File: src/frs_defs.vh
`ifndef FRS_DEFS_VH
`define FRS_DEFS_VH

// Register byte offsets
`define FRS_ADR_SEL        8'h00
`define FRS_ADR_LIMIT      8'h04
`define FRS_ADR_WAIT       8'h08
`define FRS_ADR_SUCCESS    8'h0C
`define FRS_ADR_PF_MODE    8'h10
`define FRS_ADR_COAST      8'h14
`define FRS_ADR_TERM_A     8'h18
`define FRS_ADR_TERM_B     8'h1C
`define FRS_ADR_TERM_C     8'h20
`define FRS_ADR_STATUS     8'h24
`define FRS_ADR_CTRL       8'h28

// Reset values
`define FRS_RST_SEL        16'h0000
`define FRS_RST_LIMIT      16'h0000
`define FRS_RST_WAIT       16'h000A
`define FRS_RST_SUCCESS    16'h0000
`define FRS_RST_PF_MODE    16'h0000
`define FRS_RST_COAST      16'h270F
`define FRS_RST_TERM       16'h0000

// Setting codes
`define FRS_COAST_OFF      16'h270F
`define FRS_PF_STAY        16'h0001
`define FRS_PF_CONT        16'h0002
`define FRS_FUNC_PF_POS    16'h002E
`define FRS_FUNC_PF_NEG    16'h0092
`define FRS_FUNC_RT_POS    16'h0040
`define FRS_FUNC_RT_NEG    16'h00A4
`define FRS_LIM_MAX_A      16'h000A
`define FRS_LIM_MIN_B      16'h0065
`define FRS_LIM_MAX_B      16'h006E
`define FRS_LIM_OFS_B      16'h0064

// Retry eligibility masks per fault selection
`define FRS_MASK_SEL0      16'hFFFF
`define FRS_MASK_SEL1      16'h0007
`define FRS_MASK_SEL2      16'h0038
`define FRS_MASK_SEL3      16'h003F
`define FRS_MASK_SEL4      16'hF33F
`define FRS_MASK_SEL5      16'h0005

// Fault bit positions
`define FRS_BIT_PE         4'hD

// Status register field positions
`define FRS_ST_STATE_LO    0
`define FRS_ST_PF          4
`define FRS_ST_RETRY       5
`define FRS_ST_EXCESS      6
`define FRS_ST_FAULT       7
`define FRS_ST_FCNT_LO     8
`define FRS_ST_CODE_LO     12

// Control register fields
`define FRS_CTRL_RESET     0

// Timing: wait-time unit is 0.1 s
`define FRS_TICK_MS        100
`define FRS_CLK_KHZ        50000

`endif

File: src/frs_sequencer.v
// The register addresses and the Wishbone slave port were chosen for this implementation.
`timescale 1ns/1ns
`include "frs_defs.vh"
module frs_sequencer #(
  parameter TICK_CYC = `FRS_TICK_MS * `FRS_CLK_KHZ,
  parameter PRE_W    = 23
) (
  input  wire        clk_i,                  // 50 MHz clock
  input  wire        rst_i,                  // Sync reset, high
  input  wire        cyc_i,                  // Wishbone cycle
  input  wire        stb_i,                  // Wishbone strobe
  input  wire        we_i,                   // Wishbone write
  input  wire [7:0]  adr_i,                  // Wishbone byte address
  input  wire [3:0]  sel_i,                  // Wishbone byte lanes
  input  wire [31:0] dat_i,                  // Wishbone write data
  output wire [31:0] dat_o,                  // Wishbone read data
  output wire        ack_o,                  // Wishbone ack
  input  wire        fwd_run_cmd_i,          // Forward run pin
  input  wire        rev_run_cmd_i,          // Reverse run pin
  input  wire        power_fail_i,           // Undervoltage detector pin
  input  wire [15:0] fault_i,                // Fault detector pins
  input  wire        zero_speed_i,           // Output reached 0 Hz
  output reg         run_o,                  // Drive allowed to run
  output reg         pf_decel_o,             // Bus-regulated deceleration
  output reg         restart_o,              // Retry restart pulse
  output reg         fault_out_o,            // Fault relay
  output reg         retry_excess_fault_o,   // Retry count excess trip
  output reg         pf_decel_status_o,      // Power-failure decel status
  output reg         retry_active_o,         // Retry in progress
  output reg  [2:0]  out_term_o              // Assigned output terminals
);
  localparam ST_STOP = 3'd0;
  localparam ST_RUN  = 3'd1;
  localparam ST_PFD  = 3'd2;
  localparam ST_PFS  = 3'd3;
  localparam ST_WAIT = 3'd4;
  localparam ST_TRIP = 3'd5;

  localparam [PRE_W-1:0] TICK_LAST = TICK_CYC - 1;

  wire        fwd_s;
  wire        rev_s;
  wire        pf_s;
  wire [15:0] flt_s;

  frs_sync #(.W(19)) u_sync (
    .clk_i (clk_i),
    .rst_i (rst_i),
    .d_i   ({fwd_run_cmd_i, rev_run_cmd_i, power_fail_i, fault_i}),
    .q_o   ({fwd_s, rev_s, pf_s, flt_s})
  );

  reg [15:0] sel_r;
  reg [15:0] limit_r;
  reg [15:0] wait_r;
  reg [15:0] succ_r;
  reg [15:0] pfmode_r;
  reg [15:0] coast_r;
  reg [15:0] term_r [0:2];
  reg        ack_r;
  reg [31:0] rdat_r;
  reg [2:0]  state_r;
  reg [2:0]  state_nxt;
  reg        lock_r;
  reg        boot_r;
  reg        por_r;
  reg        retried_r;
  reg [3:0]  fcnt_r;
  reg [3:0]  code_r;
  reg [1:0]  settle_r;
  reg        excess_r;
  reg [PRE_W-1:0] pre_r;
  reg        tick_r;

  wire run_req = fwd_s | rev_s;
  wire acc     = cyc_i & stb_i & ~ack_r;
  wire wr      = acc & we_i;
  wire rst_cmd = wr && (adr_i == `FRS_ADR_CTRL) && sel_i[0] && dat_i[`FRS_CTRL_RESET];
  wire any_flt = |flt_s;

  // Byte-lane merge for 16-bit registers
  function [15:0] lanes;
    input [15:0] old;
    input [31:0] d;
    input [3:0]  s;
    begin
      lanes = {s[1] ? d[15:8] : old[15:8], s[0] ? d[7:0] : old[7:0]};
    end
  endfunction

  // Prescaler for the 0.1 s time unit
  always @(posedge clk_i) begin
    if (rst_i) begin
      pre_r  <= {PRE_W{1'b0}};
      tick_r <= 1'b0;
    end else begin
      tick_r <= (pre_r == TICK_LAST);
      pre_r  <= (pre_r == TICK_LAST) ? {PRE_W{1'b0}} : pre_r + {{(PRE_W-1){1'b0}}, 1'b1};
    end
  end

  // Fault eligibility
  reg [15:0] mask;
  always @* begin
    case (sel_r)
      16'h0000: mask = `FRS_MASK_SEL0;
      16'h0001: mask = `FRS_MASK_SEL1;
      16'h0002: mask = `FRS_MASK_SEL2;
      16'h0003: mask = `FRS_MASK_SEL3;
      16'h0004: mask = `FRS_MASK_SEL4;
      16'h0005: mask = `FRS_MASK_SEL5;
      default:  mask = 16'h0000;
    endcase
  end

  // Lowest-numbered active fault is the one recorded
  reg [3:0] first_idx;
  integer   i;
  always @* begin
    first_idx = 4'h0;
    for (i = 15; i >= 0; i = i - 1) begin
      if (flt_s[i]) begin
        first_idx = i[3:0];
      end
    end
  end

  // Allowed retries from the count setting
  reg [3:0] n_retry;
  reg       out_in_retry;
  wire [15:0] lim_diff = limit_r - `FRS_LIM_OFS_B;
  always @* begin
    n_retry      = 4'h0;
    out_in_retry = 1'b0;
    if (limit_r >= 16'h0001 && limit_r <= `FRS_LIM_MAX_A) begin
      n_retry = limit_r[3:0];
    end else if (limit_r >= `FRS_LIM_MIN_B && limit_r <= `FRS_LIM_MAX_B) begin
      n_retry      = lim_diff[3:0];
      out_in_retry = 1'b1;
    end
  end
  wire        elig = (n_retry != 4'h0) && mask[first_idx]
                     && !(first_idx == `FRS_BIT_PE && por_r);
  wire        exceed = (fcnt_r >= n_retry);

  // Timers
  wire [15:0] wcnt;
  wire [15:0] scnt;
  wire [15:0] wait_eff = (wait_r == 16'h0000) ? 16'h0001 : wait_r;
  frs_tick_cnt #(.W(16)) u_wait (
    .clk_i  (clk_i),
    .rst_i  (rst_i),
    .clr_i  (state_r != ST_WAIT),
    .tick_i (tick_r),
    .cnt_o  (wcnt)
  );
  frs_tick_cnt #(.W(16)) u_succ (
    .clk_i  (clk_i),
    .rst_i  (rst_i),
    .clr_i  ((state_r != ST_RUN) || !retried_r),
    .tick_i (tick_r),
    .cnt_o  (scnt)
  );
  wire wait_done = (wcnt >= wait_eff);
  wire success   = (state_r == ST_RUN) && retried_r &&
                   ({2'b00, scnt} > {wait_eff, 2'b00});

  wire pf_active = ((pfmode_r == `FRS_PF_STAY) || (pfmode_r == `FRS_PF_CONT))
                   && (coast_r == `FRS_COAST_OFF);
  wire can_start = run_req && (!lock_r || (boot_r && pfmode_r != `FRS_PF_STAY));

  // Sequencer
  always @* begin
    state_nxt = state_r;
    case (state_r)
      ST_STOP: begin
        if (any_flt) begin
          state_nxt = ST_TRIP;
        end else if (can_start) begin
          state_nxt = ST_RUN;
        end
      end
      ST_RUN: begin
        if (any_flt) begin
          state_nxt = (elig && !exceed) ? ST_WAIT : ST_TRIP;
        end else if (pf_s && pf_active) begin
          state_nxt = ST_PFD;
        end else if (!run_req) begin
          state_nxt = ST_STOP;
        end
      end
      ST_PFD: begin
        if (any_flt) begin
          state_nxt = (elig && !exceed) ? ST_WAIT : ST_TRIP;
        end else if (!pf_s && pfmode_r == `FRS_PF_CONT) begin
          state_nxt = ST_RUN;
        end else if (zero_speed_i) begin
          state_nxt = ST_PFS;
        end
      end
      ST_PFS: begin
        if (any_flt) begin
          state_nxt = ST_TRIP;
        end else if (run_req && !lock_r) begin
          state_nxt = ST_RUN;
        end
      end
      ST_WAIT: begin
        if (|(flt_s & ~mask)) begin
          state_nxt = ST_TRIP;
        end else if (wait_done) begin
          state_nxt = ST_RUN;
        end
      end
      ST_TRIP: begin
        if (rst_cmd) begin
          state_nxt = ST_STOP;
        end
      end
      default: state_nxt = ST_STOP;
    endcase
  end

  always @(posedge clk_i) begin
    if (rst_i) begin
      state_r   <= ST_STOP;
      lock_r    <= 1'b1;
      boot_r    <= 1'b1;
      por_r     <= 1'b1;
      retried_r <= 1'b0;
      fcnt_r    <= 4'h0;
      code_r    <= 4'h0;
      excess_r  <= 1'b0;
      restart_o <= 1'b0;
      settle_r  <= 2'b00;
    end else begin
      state_r   <= state_nxt;
      restart_o <= (state_r == ST_WAIT) && (state_nxt == ST_RUN);
      settle_r  <= {settle_r[0], 1'b1};
      // Synchronised pins read low for two edges after reset
      if (!run_req && settle_r[1]) begin
        lock_r <= 1'b0;
        boot_r <= 1'b0;
      end
      if (state_r == ST_PFD && state_nxt == ST_PFS) begin
        lock_r <= 1'b1;
      end
      if (state_nxt == ST_RUN) begin
        boot_r <= 1'b0;
        por_r  <= 1'b0;
      end
      // Record the fault that leaves RUN, PFD, STOP or PFS, not one raised in WAIT
      if ((state_r == ST_RUN || state_r == ST_PFD || state_r == ST_STOP
           || state_r == ST_PFS) && any_flt) begin
        code_r <= first_idx;
        excess_r <= (state_r == ST_RUN || state_r == ST_PFD) && elig && exceed;
      end
      if (state_r == ST_WAIT && state_nxt == ST_RUN) begin
        fcnt_r    <= fcnt_r + 4'h1;
        retried_r <= 1'b1;
      end else if (success) begin
        fcnt_r    <= 4'h0;
        retried_r <= 1'b0;
      end
      if (rst_cmd && state_r == ST_TRIP) begin
        fcnt_r    <= 4'h0;
        excess_r  <= 1'b0;
        retried_r <= 1'b0;
      end
    end
  end

  // Outputs
  wire pf_stat = (state_r == ST_PFD) || (state_r == ST_PFS);
  wire rt_act  = (state_r == ST_WAIT);
  always @(posedge clk_i) begin
    if (rst_i) begin
      run_o                <= 1'b0;
      pf_decel_o           <= 1'b0;
      fault_out_o          <= 1'b0;
      retry_excess_fault_o <= 1'b0;
      pf_decel_status_o    <= 1'b0;
      retry_active_o       <= 1'b0;
    end else begin
      run_o                <= (state_r == ST_RUN);
      pf_decel_o           <= (state_r == ST_PFD);
      fault_out_o          <= (state_r == ST_TRIP) || (rt_act && out_in_retry);
      retry_excess_fault_o <= (state_r == ST_TRIP) && excess_r;
      pf_decel_status_o    <= pf_stat;
      retry_active_o       <= rt_act;
    end
  end

  genvar t;
  generate
    for (t = 0; t < 3; t = t + 1) begin : g_term
      always @(posedge clk_i) begin
        if (rst_i) begin
          out_term_o[t] <= 1'b0;
        end else begin
          case (term_r[t])
            `FRS_FUNC_PF_POS: out_term_o[t] <= pf_stat;
            `FRS_FUNC_PF_NEG: out_term_o[t] <= ~pf_stat;
            `FRS_FUNC_RT_POS: out_term_o[t] <= rt_act;
            `FRS_FUNC_RT_NEG: out_term_o[t] <= ~rt_act;
            default:          out_term_o[t] <= 1'b0;
          endcase
        end
      end
    end
  endgenerate

  // Wishbone slave, ack one cycle after request
  wire succ_wr = wr && (adr_i == `FRS_ADR_SUCCESS);
  wire [15:0] succ_wval = lanes(succ_r, dat_i, sel_i);
  always @(posedge clk_i) begin
    if (rst_i) begin
      ack_r    <= 1'b0;
      rdat_r   <= 32'h0000_0000;
      sel_r    <= `FRS_RST_SEL;
      limit_r  <= `FRS_RST_LIMIT;
      wait_r   <= `FRS_RST_WAIT;
      succ_r   <= `FRS_RST_SUCCESS;
      pfmode_r <= `FRS_RST_PF_MODE;
      coast_r  <= `FRS_RST_COAST;
      term_r[0] <= `FRS_RST_TERM;
      term_r[1] <= `FRS_RST_TERM;
      term_r[2] <= `FRS_RST_TERM;
    end else begin
      ack_r <= acc;
      if (wr) begin
        case (adr_i)
          `FRS_ADR_SEL:     sel_r     <= lanes(sel_r, dat_i, sel_i);
          `FRS_ADR_LIMIT:   limit_r   <= lanes(limit_r, dat_i, sel_i);
          `FRS_ADR_WAIT:    wait_r    <= lanes(wait_r, dat_i, sel_i);
          `FRS_ADR_PF_MODE: pfmode_r  <= lanes(pfmode_r, dat_i, sel_i);
          `FRS_ADR_COAST:   coast_r   <= lanes(coast_r, dat_i, sel_i);
          `FRS_ADR_TERM_A:  term_r[0] <= lanes(term_r[0], dat_i, sel_i);
          `FRS_ADR_TERM_B:  term_r[1] <= lanes(term_r[1], dat_i, sel_i);
          `FRS_ADR_TERM_C:  term_r[2] <= lanes(term_r[2], dat_i, sel_i);
          default: ;
        endcase
      end
      // A same-cycle clear is applied first, then the increment
      if (success) begin
        succ_r <= ((succ_wr && succ_wval == 16'h0000) ? 16'h0000 : succ_r) + 16'h0001;
      end else if (succ_wr && succ_wval == 16'h0000) begin
        succ_r <= 16'h0000;
      end
      if (acc && !we_i) begin
        case (adr_i)
          `FRS_ADR_SEL:     rdat_r <= {16'h0000, sel_r};
          `FRS_ADR_LIMIT:   rdat_r <= {16'h0000, limit_r};
          `FRS_ADR_WAIT:    rdat_r <= {16'h0000, wait_r};
          `FRS_ADR_SUCCESS: rdat_r <= {16'h0000, succ_r};
          `FRS_ADR_PF_MODE: rdat_r <= {16'h0000, pfmode_r};
          `FRS_ADR_COAST:   rdat_r <= {16'h0000, coast_r};
          `FRS_ADR_TERM_A:  rdat_r <= {16'h0000, term_r[0]};
          `FRS_ADR_TERM_B:  rdat_r <= {16'h0000, term_r[1]};
          `FRS_ADR_TERM_C:  rdat_r <= {16'h0000, term_r[2]};
          `FRS_ADR_STATUS:  rdat_r <= {16'h0000, code_r, fcnt_r, fault_out_o,
                                       excess_r, rt_act, pf_stat, 1'b0, state_r};
          default:          rdat_r <= 32'h0000_0000;
        endcase
      end
    end
  end

  assign ack_o = ack_r;
  assign dat_o = rdat_r;
endmodule

File: src/frs_sync.v
`timescale 1ns/1ns
module frs_sync #(
  parameter W = 1
) (
  input  wire         clk_i,   // System clock
  input  wire         rst_i,   // Sync reset
  input  wire [W-1:0] d_i,     // Asynchronous inputs
  output wire [W-1:0] q_o      // Synchronised outputs
);
  reg [W-1:0] meta_r;
  reg [W-1:0] sync_r;

  always @(posedge clk_i) begin
    if (rst_i) begin
      meta_r <= {W{1'b0}};
      sync_r <= {W{1'b0}};
    end else begin
      meta_r <= d_i;
      sync_r <= meta_r;
    end
  end

  assign q_o = sync_r;
endmodule

File: src/frs_tick_cnt.v
`timescale 1ns/1ns
module frs_tick_cnt #(
  parameter W = 16
) (
  input  wire         clk_i,   // System clock
  input  wire         rst_i,   // Sync reset
  input  wire         clr_i,   // Restart count from zero
  input  wire         tick_i,  // Time-unit tick
  output reg  [W-1:0] cnt_o    // Elapsed ticks, saturating
);
  always @(posedge clk_i) begin
    if (rst_i || clr_i) begin
      cnt_o <= {W{1'b0}};
    end else if (tick_i && (cnt_o != {W{1'b1}})) begin
      cnt_o <= cnt_o + {{(W-1){1'b0}}, 1'b1};
    end
  end
endmodule
File: config.mk
export PLATFORM = sky130hd
export DESIGN_NAME = frs_sequencer
export DESIGN_NICKNAME = d
export VERILOG_FILES = /design/src/frs_sequencer.v /design/src/frs_sync.v /design/src/frs_tick_cnt.v
export VERILOG_INCLUDE_DIRS = /design/src /design/src/src
export SDC_FILE = /design/constraint.sdc
export NUM_CORES = 1
export LEC_CHECK = 0
export BUFFER_PORTS_ARGS = -buffer_cell sky130_fd_sc_hd__buf_2
export CAP_MARGIN = 20
export CELL_PAD_IN_SITES_DETAIL_PLACEMENT = 0
export CELL_PAD_IN_SITES_GLOBAL_PLACEMENT = 1
export CORE_MARGIN = 3
export CORE_UTILIZATION = 42
export CTS_CLUSTER_SIZE = 8
export DETAILED_ROUTE_END_ITERATION = 10
export PLACE_DENSITY = 0.89
export SLEW_MARGIN = 40
export SYNTH_ARGS = -nofsm -noshare
export SYNTH_HDL_FRONTEND = slang
export SYNTH_SLANG_ARGS = --single-unit
export TNS_END_PERCENT = 20
File: constraint.sdc
create_clock -name clk_i -period 3.44 [get_ports clk_i]
set_clock_uncertainty 0.15 [all_clocks]
set_input_delay 0.172 -clock clk_i [delete_from_list [all_inputs] [get_ports clk_i]]
set_output_delay 0.172 -clock clk_i [all_outputs]
set_load 0.03 [all_outputs]
==> results_dict.tcl, run 1 <==
set metrics [dict create \
    synth_cell_type_count 82 \
    status "completed" \
    drt-pass1-iter-count 8 \
    cts_made_buffers 41 \
    power_uw 7590 \
    critPathRequiredTime_ns 3.71 \
    dieArea_mm2 0.0349 \
    seq_area_frac_synth_pct 44.8 \
    grt_max_degree 83 \
    die_x_um 187 \
    grt_pass1_vias 11700 \
    met1_length_um 17600 \
    num_vias 12300 \
    path_max_fanout 3 \
    track_usage_pct 23.1 \
    wl_met2_um 18400 \
    hold_viol_final 0 \
    ys_ff_latch 283 \
    max_slew_margin_pct 46.6 \
    dpl.hpwl_um 29900 \
    setup_slack_ns 0.0997 \
    max_freq_mhz 299 \
    drc 0 \
    nNetsFinal 1776 \
    overflow 0 \
    cellPowerDensity_mw_per_mm2 468 \
    ys.warnings.count 0 \
    ys.flop_type "dfxtp_1" \
    syn_avg_cell_area_um2 8.98 \
    start_util_pct 43.0 \
    wirelength_um 42100 \
    pre_cts_ws_ns -0.0130 \
    hold_ws_ns 0.117 \
    layout_min_cycle_time_ns 3.34 \
    rrSetupSlack_ns 0.1 \
    worst-slew-pin-transition_ns 0.794 \
    clock_latency_ns 0.55 \
    drive_gt1_share_pct 12.4 \
    dp.cells 2013 \
    finalNonFillerCells 2111 \
    htree_levels 2 \
    place.port_buffers 77 \
    met3_wirelength_um 4250 \
    rows 65 \
    synthArstFlopShare_pct 0 \
    hold_class "in2reg" \
    grt_pass1_wl_um 64500 \
    syn_to_final_growth_pct 18.2 \
    avgViaCountPerCell 5.83 \
    vdd_drop_max_uv 422 \
    p_leak_uw 0.00603 \
    synth_cells 1527 \
    core_area_mm2 0.0319 \
    drt_iter0_markers 1396 \
    critPathArrivalTime_ns 3.61 \
    gp_congestion 1.01 \
    setup_viol 0 \
    antenna_left 0 \
    root_buffer "clkbuf_16" \
    path_clk_slew_ns 0.05 \
    cts_max_path_buffers 3 \
    die_h_um 187 \
    antenna_found_initial 0 \
    critPathCaptureType "flop" \
    syn_area_mm2 0.0137 \
    synth-edff-count 48 \
    tritoncts "yes" \
    ios 112 \
    cap_violations 0 \
    antennaDiodeCount 0 \
    fillers 3016 \
    finalCritPeriodShare_pct 97.1 \
    numClockSinks 283 \
    route.top_layer_used "met4" \
    drv_slew 0 \
    wl_per_cell_um 19.9 \
    startpoint_type "flop" \
    fin_tns_setup_ns 0 \
    critPathKind "reg2reg" \
]
-- worst max-delay path: stages (launching register included) --
cell and delay (ns):
dfxtp_2 0.32, or4_4 0.57, a2111oi_4 0.33, or2_4 0.19, and2_1 0.13, ha_1 0.22
nand2b_4 0.13, a21o_1 0.17, a21o_1 0.18, a21oi_2 0.13, o21ai_1 0.08, o41a_1 0.43
o21a_1 0.18
-- per-stage QoR --
step / util [%] / instance area, µm²
after floorplan: - / 13800
after detailed placement: 45.9 / 14600
after global routing: 50.9 / 16200
after global placement: 45.9 / 14600
final: 50.9 / 16200
after CTS: 50.7 / 16200
-- layout make-up --
type | count | area [µm²] | area share, %
Multi-Input combinational cell | 1139 | 7150 | 44.1
Sequential cell | 283 | 6150 | 37.9
Tap cell | 435 | 544 | 3.36
Clock buffer | 53 | 1070 | 6.60
Inverter | 38 | 143 | 0.880
Clock inverter | 4 | 46.3 | 0.285
Timing Repair Buffer | 159 | 1100 | 6.81
-- Yosys cell counts (6+ instances only) --
master,count,area (µm²)
nor2_1,159,597
o21a_1,6,45.0
nand2b_1,14,87.6
o21ai_0,67,335
nor4_1,28,175
ha_1,45,563
nand2_1,183,687
or3_1,15,93.8
and4_1,10,87.6
and3_1,21,131
a221oi_1,24,210
clkbuf_1,54,203
nor3_1,25,125
mux2i_1,74,741
a21o_1,11,82.6
or4_1,16,120
xor2_1,33,289
buf_4,17,128
dfxtp_1,235,4700
nor2b_1,47,294
a31oi_1,19,119
and2_1,27,169
edfxtp_1,48,1440
nand3b_1,7,52.6
nor4b_1,6,52.6
inv_1,35,131
xnor2_1,15,131
a21oi_1,92,460
nand4_1,21,131
nand3_1,46,230
a211oi_1,8,60.1
o211ai_1,10,75.1
-- worst paths after layout --
| path | from | end | depth (start not counted) |
|---|---|---|---|
| max | limit_r[9] | state_r[0] | 12 |
| min | we_i | dat_o[13] | 4 |
| max reg2reg | limit_r[9] | state_r[0] | 12 |
| min reg2reg | u_sync.meta_r[16] | u_sync.q_o[16] | 1 |
-- cells in the final DEF, fill, tap and decap left out, types with 27 or more instances in the layout --
master and count:
dfxtp_1 231, nand2_1 183, nor2_1 159, a21oi_1 90
buf_2 76, mux2i_1 74, o21ai_0 65, edfxtp_1 48
nor2b_1 47, nand3_1 46, ha_1 44, buf_4 43
clkbuf_16 41, dlygate4sd3_1 39, inv_1 34, xor2_1 33
nor4_1 28, and2_1 27
-- per-layer routing --
| layer | track usage (%) | vias up |
|---|---|---|
| met3 | 5.17 | 128 |
| met4 | 9.86 | 0 |
| li1 | - | 5741 |
| met1 | 31.2 | 5814 |
| met2 | 35.8 | 629 |
| met5 | 0 | - |
-- power by group --
part,internal (µW),switching [µW]
clock,2150,1440
sequential,3440,57.5
combinational,172,323
total,5770,1820
-- sequential cells by signal (all words and copies together), names as in the netlist, 2 cells and up --
register / flops
term_r: 48
coast_r: 16
succ_r: 16
wait_r: 16
settle_r: 2
u_wait.cnt_o: 16
u_sync.q_o: 19
out_term_o: 3
fcnt_r: 4
pfmode_r: 16
pre_r: 23
limit_r: 16
sel_r: 16
code_r: 4
dat_o: 16
state_r: 3
u_sync.meta_r: 19
u_succ.cnt_o: 16
-- logic make-up after synthesis --
family | Yosys count | synth area share, %
simple gates | 662 | 24.7
compound gates | 290 | 13.7
flops | 283 | 44.8
buf+inv | 120 | 3.86
mux | 78 | 5.73
xor+xnor | 48 | 3.06
fa+ha+maj | 45 | 4.10
other cells | 1 | 0.0273
-- repair_timing --
action | CTS | global route
endpoints found under the hold margin | 100 | 0
pin swaps | 0 | 9
buffers inserted | 0 | 2
gates cloned | 0 | 0
hold buffers | 39 | 0
setup endpoints to repair | 2 | 4
gates resized for setup | 4 | 14
Note: power is estimated with default switching activity, not from simulation.
==> run 2: changes to the inputs <==
Settings changed: HOLD_SLACK_MARGIN from default to 0.08, REMOVE_ABC_BUFFERS from default to 1.
==> run 2 against run 1 <==
- clock power is 1% higher
- final cell count is 1.1% higher
- global-route usage is 0.35 points lower
- register-to-register slack hardly changed
- utilization is 0.79 points higher
- fmax is 0.31% lower
- sequential power hardly changed
- non-clock buffer count is 22 higher
- first-iteration DRC count is 4.4% lower
- total power is 0.72% higher
- worst setup slack worse by 0.011 ns
- critical path depth stayed put
==> results_dict.tcl, run 2 (same netlist as run 1, synthesis figures left out) <==
set metrics [dict create \
    status "completed" \
    core_area_mm2 0.0319 \
    crit_path_cell_trace "or4_4, a2111oi_4, or2_4, and2_1, ha_1, nand2b_1, a21o_1, a21o_1, a21oi_2, o21ai_1, o41a_1, o21a_1" \
    clock_latency_ns 0.53 \
    antenna_left 0 \
    startpoint_type "flop" \
    cp_common_cell "a21o_1" \
    track_usage_pct 22.8 \
    hold_ws_ns 0.0910 \
    root_buffer "clkbuf_16" \
    antenna_found_initial 1 \
    critPathRequiredTime_ns 3.70 \
    drt-pass1-iter-count 5 \
    fin_tns_setup_ns 0 \
    grt_busiest_layer "met2" \
    max_freq_mhz 298 \
    crit_slowest_cell "or4_4" \
    hold_class "in2reg" \
    use_met3_pct 5.17 \
    wl_per_cell_um 19.3 \
    drc 0 \
    layout_min_cycle_time_ns 3.35 \
    drt_iter0_markers 1334 \
    grt_pass1_wl_um 64500 \
    ios 112 \
    layout_common_cells "dfxtp_1, nand2_1, nor2_1" \
    vdd_drop_max_uv 358 \
    die_h_um 187 \
    dpl.hpwl_um 29500 \
    path_clk_slew_ns 0.05 \
    grt_max_degree 101 \
    slowest_delay_ns 0.58 \
    nNetsFinal 1798 \
    rows 65 \
    cap_violations 0 \
    tritoncts "yes" \
    htree_levels 2 \
    setup_slack_ns 0.0892 \
    critPathArrivalTime_ns 3.61 \
    critPathKind "reg2reg" \
    dieArea_mm2 0.0349 \
    largest_register_ffs 48 \
    overflow 0 \
    rrSetupSlack_ns 0.09 \
    syn_to_final_growth_pct 20.0 \
    finalNonFillerCells 2134 \
    dp.cells 2015 \
    finalCritPeriodShare_pct 97.4 \
    cts_made_buffers 41 \
    hold_viol_final 0 \
    start_util_pct 43.0 \
    gp_congestion 0.956 \
    avgViaCountPerCell 5.74 \
    path_max_fanout 3 \
    use_met1_pct 29.8 \
    pre_cts_ws_ns -0.0342 \
    setup_viol 0 \
    drv_slew 0 \
    grtUsageMet2_pct 36.6 \
    die_x_um 187 \
    antennaDiodeCount 0 \
    num_vias 12300 \
    worst-slew-pin-transition_ns 0.761 \
    fillers 2917 \
    placed_area_mm2 0.0147 \
    grt_pass1_vias 11700 \
    final_common_cell "dfxtp_1" \
    p_leak_uw 0.00615 \
    critPathCaptureType "flop" \
    drive_gt1_share_pct 12.3 \
    wirelength_um 41200 \
    numClockSinks 283 \
    largest-register "term_r" \
    stdcell_area_mm2 0.0165 \
    top_regs "term_r x48, pre_r x23" \
    place.port_buffers 77 \
    cts_max_path_buffers 3 \
    max_slew_margin_pct 48.9 \
    cellPowerDensity_mw_per_mm2 464 \
]
## run 2: path summary, 6_finish.rpt
kind / start / end / depth (start not counted)
setup / recovery: limit_r[15] / state_r[0] / 12
hold / removal: adr_i[6] / dat_o[14] / 5
setup reg to reg: limit_r[15] / state_r[0] / 12
hold reg to reg: u_sync.meta_r[5] / u_sync.q_o[5] / 1
## run 2: worst max-delay path, delay by kind of cell, from the launching register on
kind / cells / cell delay, ns
simple gates: 4 / 1.04
fa+ha+maj: 1 / 0.21
flops: 1 / 0.32
compound gates: 7 / 1.50
## run 2: cell type report
type,count,area (µm²),share of cell area (%)
clock inverters,3,41.3,0.251
well taps,435,544,3.30
multi-input cells,1139,7160,43.5
repair buffers,181,1330,8.05
flip-flops and latches,283,6150,37.4
inverters,38,143,0.866
clock buffers,55,1100,6.68
## run 2: what timing repair did
| action | in CTS | in global routing |
|---|---|---|
| hold buffers | 58 | 0 |
| gates resized for setup | 4 | 12 |
| endpoints found under the hold margin | 163 | 0 |
| pin swaps | 3 | 8 |
| setup buffers | 1 | 2 |
| endpoints found under the setup margin | 4 | 4 |
## run 2: power breakdown
group	switching [µW]	internal (µW)	total, µW	leakage [µW]
Combinational	316	192	508	0.00320
Clock	1430	2210	3640	0.000554
Sequential	59.7	3440	3500	0.00239
## run 2: layer usage
layer	routed length (µm)	share of wire, %
met1	16700	41
met2	18500	45
met3	4170	10
met4	1760	4.3
met5	12	0.029
## run 2: metrics by stage
stage | utilization (%) | total power [µW]
floorplan | - | 3780
global placement | 46.0 | 4000
CTS | 51.5 | 7670
global route | 51.7 | 7870
detailed placement | 46.0 | 4010
finish | 51.7 | 7640
